==> config.mk <==
export PLATFORM = sky130hd
export DESIGN_NAME = gpp_port
export DESIGN_NICKNAME = d
export VERILOG_FILES = /design/src/gpp_pkg.sv /design/src/gpp_port.sv
export SDC_FILE = /design/constraint.sdc
export NUM_CORES = 1
export LEC_CHECK = 0
export BUFFER_PORTS_ARGS = -buffer_cell sky130_fd_sc_hd__buf_2
export CAP_MARGIN = 30
export CORE_MARGIN = 1
export CORE_UTILIZATION = 40
export DETAILED_ROUTE_END_ITERATION = 12
export PLACE_DENSITY_LB_ADDON = 0.3
export SLEW_MARGIN = 15
export SYNTH_ARGS = -nofsm -noshare
export SYNTH_HDL_FRONTEND = slang
export SYNTH_SLANG_ARGS = --single-unit
==> constraint.sdc <==
create_clock -name mclk_i -period 2.5 [get_ports mclk_i]
set_input_delay 0.125 -clock mclk_i [delete_from_list [all_inputs] [get_ports mclk_i]]
set_output_delay 0.125 -clock mclk_i [all_outputs]
set_load 0.1 [all_outputs]
==> src/gpp_pkg.sv <==
// Register map, field layout and reset values for the general-purpose I/O port
package gpp_pkg;

    localparam int unsigned ADDR_W    = 16;
    localparam int unsigned DATA_W    = 16;
    localparam int unsigned PIN_COUNT = 32;

    // Word offsets of the port's registers
    localparam logic [15:0] PIN_DIRECTION_LO_OFS   = 16'h1C06;
    localparam logic [15:0] PIN_DIRECTION_HI_OFS   = 16'h1C07;
    localparam logic [15:0] PIN_LEVEL_READ_LO_OFS  = 16'h1C08;
    localparam logic [15:0] PIN_LEVEL_READ_HI_OFS  = 16'h1C09;
    localparam logic [15:0] PIN_DRIVE_VALUE_LO_OFS = 16'h1C0A;
    localparam logic [15:0] PIN_DRIVE_VALUE_HI_OFS = 16'h1C0B;
    localparam logic [15:0] IRQ_EDGE_SELECT_LO_OFS = 16'h1C0C;
    localparam logic [15:0] IRQ_EDGE_SELECT_HI_OFS = 16'h1C0D;
    localparam logic [15:0] IRQ_ENABLE_LO_OFS      = 16'h1C0E;
    localparam logic [15:0] IRQ_ENABLE_HI_OFS      = 16'h1C0F;
    localparam logic [15:0] IRQ_PENDING_LO_OFS     = 16'h1C10;
    localparam logic [15:0] IRQ_PENDING_HI_OFS     = 16'h1C11;
    localparam logic [15:0] PIN_ROUTING_SELECT_OFS = 16'h1C00;
    localparam logic [15:0] PULLDOWN_INHIBIT_LO_OFS = 16'h1C17;
    localparam logic [15:0] PULLDOWN_INHIBIT_HI_OFS = 16'h1C18;

    // Pins that may be in use at once: 31..27 and 20..0
    localparam logic [31:0] USABLE_PINS = 32'hF81F_FFFF;

    // Reset values
    localparam logic [31:0] PORT_RST      = 32'h0000_0000;
    localparam logic [15:0] ROUTING_RST   = 16'h0000;
    localparam logic [15:0] READ_ZERO     = 16'h0000;

    // Edge select encoding per pin
    localparam logic EDGE_RISING  = 1'b0;
    localparam logic EDGE_FALLING = 1'b1;

    typedef struct packed {
        logic [31:0] dir;
        logic [31:0] drive;
        logic [31:0] edge_sel;
        logic [31:0] irq_en;
        logic [31:0] pending;
        logic [31:0] pd_inhibit;
        logic [15:0] routing;
        logic [31:0] sync1;
        logic [31:0] sync2;
        logic [31:0] sync_prev;
        logic [15:0] rdata;
        logic        irq_n;
        logic [31:0] pin_o;
        logic [31:0] pin_oe_n;
        logic [31:0] pd_en;
        logic [15:0] routing_o;
    } gpp_state_t;

endpackage : gpp_pkg

==> src/gpp_port.sv <==
// General-purpose I/O port: registers, pin drive, input sync and edge interrupts
//
// The register offsets and the strobed register port were left to the implementer.
`timescale 1ns/1ps
`default_nettype none

module gpp_port #(
    parameter int unsigned PINS = 32
) (
    // Clock and hardware reset
    input  wire logic                         mclk_i,
    input  wire logic                         rst_n_i,
    // Register port
    input  wire logic [gpp_pkg::ADDR_W-1:0]   addr_i,
    input  wire logic [gpp_pkg::DATA_W-1:0]   wdata_i,
    input  wire logic                         wr_i,
    input  wire logic                         rd_i,
    output logic      [gpp_pkg::DATA_W-1:0]   rdata_o,
    // Pins
    input  wire logic [31:0]                  pin_i,
    output logic      [31:0]                  pin_o,
    output logic      [31:0]                  pin_oe_n_o,
    output logic      [31:0]                  pulldown_en_o,
    // System side
    output logic      [15:0]                  pin_routing_o,
    output logic                              irq_n_o
);
    import gpp_pkg::*;

    if (PINS != 32) begin : g_chk
        $error("gpp_port supports exactly 32 pin positions");
    end

    gpp_state_t s_reg;
    gpp_state_t s_next;

    // Picks the high half for odd pair offsets
    function automatic logic [31:0] merge_half(input logic [31:0] cur,
                                               input logic        hi,
                                               input logic [15:0] d);
        merge_half = hi ? {d, cur[15:0]} : {cur[31:16], d};
    endfunction : merge_half

    function automatic logic [15:0] pick_half(input logic [31:0] v,
                                              input logic        hi);
        pick_half = hi ? v[31:16] : v[15:0];
    endfunction : pick_half

    logic [31:0] level_view;
    logic [31:0] rise;
    logic [31:0] fall;
    logic [31:0] events;
    logic [31:0] clr_mask;

    always_comb begin
        s_next = s_reg;
        // Only the second stage and its delayed copy sync_prev are read beyond the synchroniser
        s_next.sync1     = pin_i;
        s_next.sync2     = s_reg.sync1;
        s_next.sync_prev = s_reg.sync2;

        rise   = s_reg.sync2 & ~s_reg.sync_prev;
        fall   = ~s_reg.sync2 & s_reg.sync_prev;
        events = s_reg.irq_en & USABLE_PINS
               & ((~s_reg.edge_sel & rise)
               | (s_reg.edge_sel & fall));

        level_view = (s_reg.dir & s_reg.drive)
                   | (~s_reg.dir & s_reg.sync2);

        clr_mask = 32'h0000_0000;
        if (wr_i) begin
            unique case (addr_i)
                PIN_DIRECTION_LO_OFS, PIN_DIRECTION_HI_OFS:
                    s_next.dir = merge_half(s_reg.dir, addr_i[0], wdata_i)
                               & USABLE_PINS;
                PIN_DRIVE_VALUE_LO_OFS, PIN_DRIVE_VALUE_HI_OFS:
                    s_next.drive = merge_half(s_reg.drive, addr_i[0],
                                              wdata_i);
                IRQ_EDGE_SELECT_LO_OFS, IRQ_EDGE_SELECT_HI_OFS:
                    s_next.edge_sel = merge_half(s_reg.edge_sel, addr_i[0],
                                                 wdata_i);
                IRQ_ENABLE_LO_OFS, IRQ_ENABLE_HI_OFS:
                    s_next.irq_en = merge_half(s_reg.irq_en, addr_i[0],
                                               wdata_i);
                IRQ_PENDING_LO_OFS, IRQ_PENDING_HI_OFS:
                    clr_mask = merge_half(32'h0000_0000, addr_i[0],
                                          wdata_i);
                PIN_ROUTING_SELECT_OFS:
                    s_next.routing = wdata_i;
                PULLDOWN_INHIBIT_LO_OFS:
                    s_next.pd_inhibit[15:0] = wdata_i;
                PULLDOWN_INHIBIT_HI_OFS:
                    s_next.pd_inhibit[31:16] = wdata_i;
                default: ;
            endcase
        end

        // Event wins over a clear in the same cycle
        s_next.pending = (s_reg.pending & ~clr_mask) | events;

        s_next.rdata = READ_ZERO;
        if (rd_i) begin
            unique case (addr_i)
                PIN_DIRECTION_LO_OFS, PIN_DIRECTION_HI_OFS:
                    s_next.rdata = pick_half(s_reg.dir, addr_i[0]);
                PIN_LEVEL_READ_LO_OFS, PIN_LEVEL_READ_HI_OFS:
                    s_next.rdata = pick_half(level_view, addr_i[0]);
                PIN_DRIVE_VALUE_LO_OFS, PIN_DRIVE_VALUE_HI_OFS:
                    s_next.rdata = pick_half(s_reg.drive, addr_i[0]);
                IRQ_EDGE_SELECT_LO_OFS, IRQ_EDGE_SELECT_HI_OFS:
                    s_next.rdata = pick_half(s_reg.edge_sel, addr_i[0]);
                IRQ_ENABLE_LO_OFS, IRQ_ENABLE_HI_OFS:
                    s_next.rdata = pick_half(s_reg.irq_en, addr_i[0]);
                IRQ_PENDING_LO_OFS, IRQ_PENDING_HI_OFS:
                    s_next.rdata = pick_half(s_reg.pending, addr_i[0]);
                PIN_ROUTING_SELECT_OFS:
                    s_next.rdata = s_reg.routing;
                PULLDOWN_INHIBIT_LO_OFS:
                    s_next.rdata = s_reg.pd_inhibit[15:0];
                PULLDOWN_INHIBIT_HI_OFS:
                    s_next.rdata = s_reg.pd_inhibit[31:16];
                default: s_next.rdata = READ_ZERO;
            endcase
        end

        // Outputs are registered copies, updated on the same edge as config
        s_next.irq_n     = ~(|s_next.pending);
        s_next.pin_o     = s_next.drive;
        s_next.pin_oe_n  = ~s_next.dir;
        s_next.pd_en     = ~s_next.pd_inhibit & USABLE_PINS;
        s_next.routing_o = s_next.routing;
    end

    // Only the hardware reset pin reaches this flop bank
    always_ff @(posedge mclk_i or negedge rst_n_i) begin
        if (!rst_n_i) begin
            s_reg            <= '0;
            s_reg.irq_n      <= 1'b1;
            s_reg.pin_oe_n   <= ~PORT_RST;
            s_reg.pd_en      <= USABLE_PINS;
            s_reg.routing    <= ROUTING_RST;
        end else begin
            s_reg <= s_next;
        end
    end

    assign rdata_o       = s_reg.rdata;
    assign pin_o         = s_reg.pin_o;
    assign pin_oe_n_o    = s_reg.pin_oe_n;
    assign pulldown_en_o = s_reg.pd_en;
    assign pin_routing_o = s_reg.routing_o;
    assign irq_n_o       = s_reg.irq_n;

    // Assertions
    irq_level_a: assert property (@(posedge mclk_i) disable iff (!rst_n_i)
        irq_n_o == ~(|s_reg.pending))
        else $error("interrupt line disagrees with flags");

    flag_rise_a: assert property (@(posedge mclk_i) disable iff (!rst_n_i)
        (s_reg.irq_en[0] && !s_reg.edge_sel[0] && s_reg.sync2[0]
         && !s_reg.sync_prev[0]) |=> s_reg.pending[0])
        else $error("rising edge did not set flag 0");

    flag_fall_a: assert property (@(posedge mclk_i) disable iff (!rst_n_i)
        (s_reg.irq_en[1] && s_reg.edge_sel[1] && !s_reg.sync2[1]
         && s_reg.sync_prev[1]) |=> s_reg.pending[1])
        else $error("falling edge did not set flag 1");

    no_enable_a: assert property (@(posedge mclk_i) disable iff (!rst_n_i)
        (!s_reg.pending[2] && !s_reg.irq_en[2]) |=> !s_reg.pending[2])
        else $error("disabled pin raised a flag");

    flag_clear_a: assert property (@(posedge mclk_i) disable iff (!rst_n_i)
        (wr_i && addr_i == IRQ_PENDING_LO_OFS && wdata_i[3] && !events[3])
        |=> !s_reg.pending[3])
        else $error("write one did not clear flag 3");

    set_wins_a: assert property (@(posedge mclk_i) disable iff (!rst_n_i)
        events[4] |=> s_reg.pending[4])
        else $error("event lost against clear");

    out_drive_a: assert property (@(posedge mclk_i) disable iff (!rst_n_i)
        (wr_i && addr_i == PIN_DRIVE_VALUE_LO_OFS) |=> ##1
        (pin_o[15:0] == $past(wdata_i, 2)))
        else $error("pin drive does not follow written value");

    read_level_a: assert property (@(posedge mclk_i) disable iff (!rst_n_i)
        (rd_i && addr_i == PIN_LEVEL_READ_LO_OFS && !s_reg.dir[5])
        |=> rdata_o[5] == $past(s_reg.sync2[5]))
        else $error("input readback wrong");

    read_out_a: assert property (@(posedge mclk_i) disable iff (!rst_n_i)
        (rd_i && addr_i == PIN_LEVEL_READ_LO_OFS && s_reg.dir[6])
        |=> rdata_o[6] == $past(s_reg.drive[6]))
        else $error("output readback wrong");

    routing_a: assert property (@(posedge mclk_i) disable iff (!rst_n_i)
        (wr_i && addr_i == PIN_ROUTING_SELECT_OFS) |=> ##1
        pin_routing_o == $past(wdata_i, 2))
        else $error("routing not applied");

    dead_pin_a: assert property (@(posedge mclk_i) disable iff (!rst_n_i)
        pin_oe_n_o[24:21] == 4'hF && !s_reg.pending[22])
        else $error("unusable pin became active");

endmodule : gpp_port

`default_nettype wire

After elaboration in Yosys (flattened, before gate mapping)
Cells that the tools add are included.
- divide/modulo/power cells: 0
- reduce and logical (&&, ||, !) cells: 14
- multiply operators: 0
- eq/ne operators: 15
- magnitude comparators: 0
- bitwise operators: 20
- $add $sub $neg: 0
- multiplexer cells: 24
- shift operators: 0
- operator list (operator ; number):
    2-to-1 mux 32 bit ; 11
    bitwise AND 32 bit ; 8
    equality test 16 x 13 -> 1 bit (second input constant) ; 15
    inverter 32 bit ; 7
    2-to-1 mux 16 bit ; 10
    case mux 16 bit (9 select lines) ; 1
    2-to-1 mux 128 bit ; 1
    OR 32 bit ; 3
    2-to-1 mux 48 bit ; 1
    OR reduction 32 bit ; 1
    AND reduction 3 bit ; 6
    OR reduction 2 bit ; 6
    inverter 1 bit ; 2
    AND reduction 2 bit ; 1
- latch bits: 0
- memories kept: 0
- RAM bits: 0
- ROM bits: 0
- flip-flop bits (word level): 379
- input port bits: 68

Depth between registers and ports, before layout
- word-level depth: 9
- depth in mapped cells: 10

Least setup slack after synthesis
No wires, ideal clock.
- path kind: input to register
- start point: input port addr_i[1] (netlist bit)
- end point: register s_reg, in the netlist irq_n_o
- arrival time: 2014 ps
- data required time: 2410 ps
- stages on the path: 10
- slack: 396 ps
- cell sequence: buf_6 -> nor4b_4 -> and4_4 -> and2_1 -> buf_6 -> buf_8 -> nand2_1 -> a22o_1 -> or4_1 -> nor4_2
- RTL lines (element ; RTL line ; RTL):
    start: declaration ; gpp_port.sv:14 ; input wire logic [gpp_pkg::ADDR_W-1:0] addr_i,
    end signal: assignment ; gpp_port.sv:144 ; s_reg <= s_next;
    end: declaration ; gpp_port.sv:34 ; gpp_state_t s_reg;

==> metrics.yaml <==
syn_to_final_growth_pct: 18.5
core_area_um2: 39700
synth_top_family_by_area: "multiplexers"
cts_tree: "built"
synth_edf_count: 0
fin_nets: 1514
wl_per_cell_um: 21.1
status: "finished, final reports clean"
nFillCells: 3557
hold_violations: 0
synth_area_per_cell_um2: 12.5
yosysSeqAreaShare_pct: 58.3
n_antenna_cell: 0
htreeDepth: 2
synth_cells: 1287
rsz0062_at_grt: "no"
synth-simple-area-share_pct: 6.24
crit_path_top_delay_cell: "or4_1"
clk_pin_slew_ns: 0.06
netlist_area_um2: 16100
routabilityCongestion: 0.871
worstMarginPinSlew_ns: 0.917
hp-class: "input pin to flop"
synth_mux_area_share_pct: 19.1
dpl-instance-area_um2: 17300
final-setup-viol-count: 0
largest_reg_flops: 180
tns_ns: 0
cts_setup_buffers: 0
crit_family: "simple AND/OR/NAND/NOR gates"
drtPass1Iterations: 5
drive_gt1_share_pct: 40.7
dp_hpwl_mm: 28.8
start_util_pct: 40.6
cts-root-buf: "clkbuf_16"
seq_area_um2: 9410
ir_worst_vdd_uv: 446
synth_cell_type_count: 54
slew_headroom_pct: 38.7
fp-row-count: 73
start_kind: "flop"
vias: 10300
first_global_vias: 10800
grt_pass1_wl_mm: 64.9
dieArea_um2: 41100
yosys.area.top_type: "dfrtp_1"
synth_top_area_share_pct: 48.7
synth_area_leaders: "dfrtp_1, mux2_2, dfstp_2, buf_4, mux2i_1"
synth_xor_xnor_area_share_pct: 0
worstPathRequired_ns: 2.96
die_h_um: 203
endpoint_kind: "flop"
cts_buffers: 41
port_buffers: 190
die_w_um: 203
yosysWarnings: 0
cp_num_buf_inv: 0
multiInputGateArea_um2: 5300
stdcell_area_um2: 19100
clockBufferDepth: 3
cts_num_sinks: 373
power_density_nw_per_um2: 682
dpl_worst_slack_ns: 0.0268
whs_ns: 0.0240
max_freq_mhz: 519
clk_latency_ns: 0.55
cp.arrival_ns: 2.39
ys.flop_type: "dfrtp_1"
drt_iter0_drc: 565
overflow: 0
grt_max_degree: 69
path_max_fanout: 4
grt_util_all_layers_pct: 21.0
ant_nets: 0
async_flop_share_pct: 100
period_share_pct: 77.0
finalWorstSetupSlack_ns: 0.574
vias_per_cell: 5.16
ys_seq_elements: 373
period_needed_ns: 1.93
synth_fa_ha_area_share_pct: 0
totalWireLength_mm: 42.2
worstSetupPathType: "flop to flop"
antenna_found_initial: 0
worstPathCellList: "nor2_1 > nand2_1 > o21ai_0 > a22o_1 > or4_1 > nor4_2"
slew_violations: 0
cts-resized-gates: 0
ios: 197
clock_skew_ns: 0.0195
maxCapViolCount: 0
total_leakage_power_uw: 0.00897
critPathMaxStageDelay_ns: 0.55
p_total_uw: 13000
drc: 0
synth-compound-area-share_pct: 7.15
[where the power goes]
group	internal [uW]	leakage [uW]	switching [uW]	total, uW
sequential	6120	0.00477	49.4	6170
clock	3890	0.000702	2420	6310
combinational	189	0.00349	360	548
[Yosys cell counts (6+ instances only)]
master / n
a22o_1: 33
nand2b_1: 6
mux2i_1: 80
a2111oi_0: 15
nor2b_1: 7
nor2_1: 64
clkbuf_1: 47
dfrtp_1: 314
o22ai_1: 28
mux2_2: 200
buf_4: 129
o21ai_0: 28
inv_1: 59
dfstp_2: 59
a21boi_0: 7
nand2_1: 78
nand3_1: 13
a21oi_1: 46
nor4_1: 7
buf_2: 8
[layout by cell type (no fill, tap or decap), types with 33 or more instances in the layout]
cell type	synthesis	final
nand2_1	78	78
dlygate4sd3_1	0	42
a22o_1	33	33
a21oi_1	46	46
mux2i_1	80	80
dfrtp_1	314	314
buf_4	129	56
dfstp_2	59	59
clkbuf_16	0	43
buf_2	8	188
mux2_2	200	200
inv_1	59	59
nor2_1	64	60
[tightest hold or removal path, cell delays in order]
cell and delay, ns:
buf_2 0.19, nand2_1 0.09, a22o_1 0.13
[area by class of cell]
cell class                      instances  share of cell area (%)
Timing Repair Buffer                  302                    11.0
Multi-Input combinational cell        667                    27.7
Tap cell                              525                    3.44
Clock inverter                         14                    1.08
Clock buffer                           62                    6.37
Sequential cell                       373                    49.2
Inverter                               61                    1.20
[per-layer routing]
metal  part of all wire [%]  vias to the layer above  GRT usage, %
met5                      0                        -             0
met4                    3.2                        0          7.57
met3                    5.5                       83          3.42
met2                     47                      301          33.4
met1                     44                     5276          28.9
li1                       -                     4680             -
[logic make-up (layout without fill, tap and decap cells)]
logic type	count (synthesis)	after routing
flops	373	373
buf+inv	252	439
compound gates	173	173
mux	282	282
simple gates	206	206
other cells	1	6
[through the flow]
| stage | instances | utilization [%] |
|---|---|---|
| final | 2004 | 48.1 |
| after detailed placement | 1886 | 43.5 |
| after floorplan | 1292 | - |
| after global placement | 1886 | 43.5 |
| after global routing | 2004 | 48.1 |
| after CTS | 2004 | 48.1 |
[timing repair]
action                                  in CTS  in global routing
endpoints found under the setup margin       0                  0
hold endpoints to repair                   173                  0
hold buffers                                42                  0
[final timing paths]
kind,from,endpoint,slack [ns],cells past startpoint
max,s_reg[364],irq_n_o,0.57,6
min,wdata_i[12],s_reg[301],0.02,3
max reg2reg,s_reg[364],irq_n_o,0.57,6
min reg2reg,s_next[181],s_next[149],0.35,0
max in group asynchronous,rst_n_i,pin_oe_n_o[6],1.57,3
min in group asynchronous,rst_n_i,async pin,0.13,2
Power figures use the tool's default switching activity.
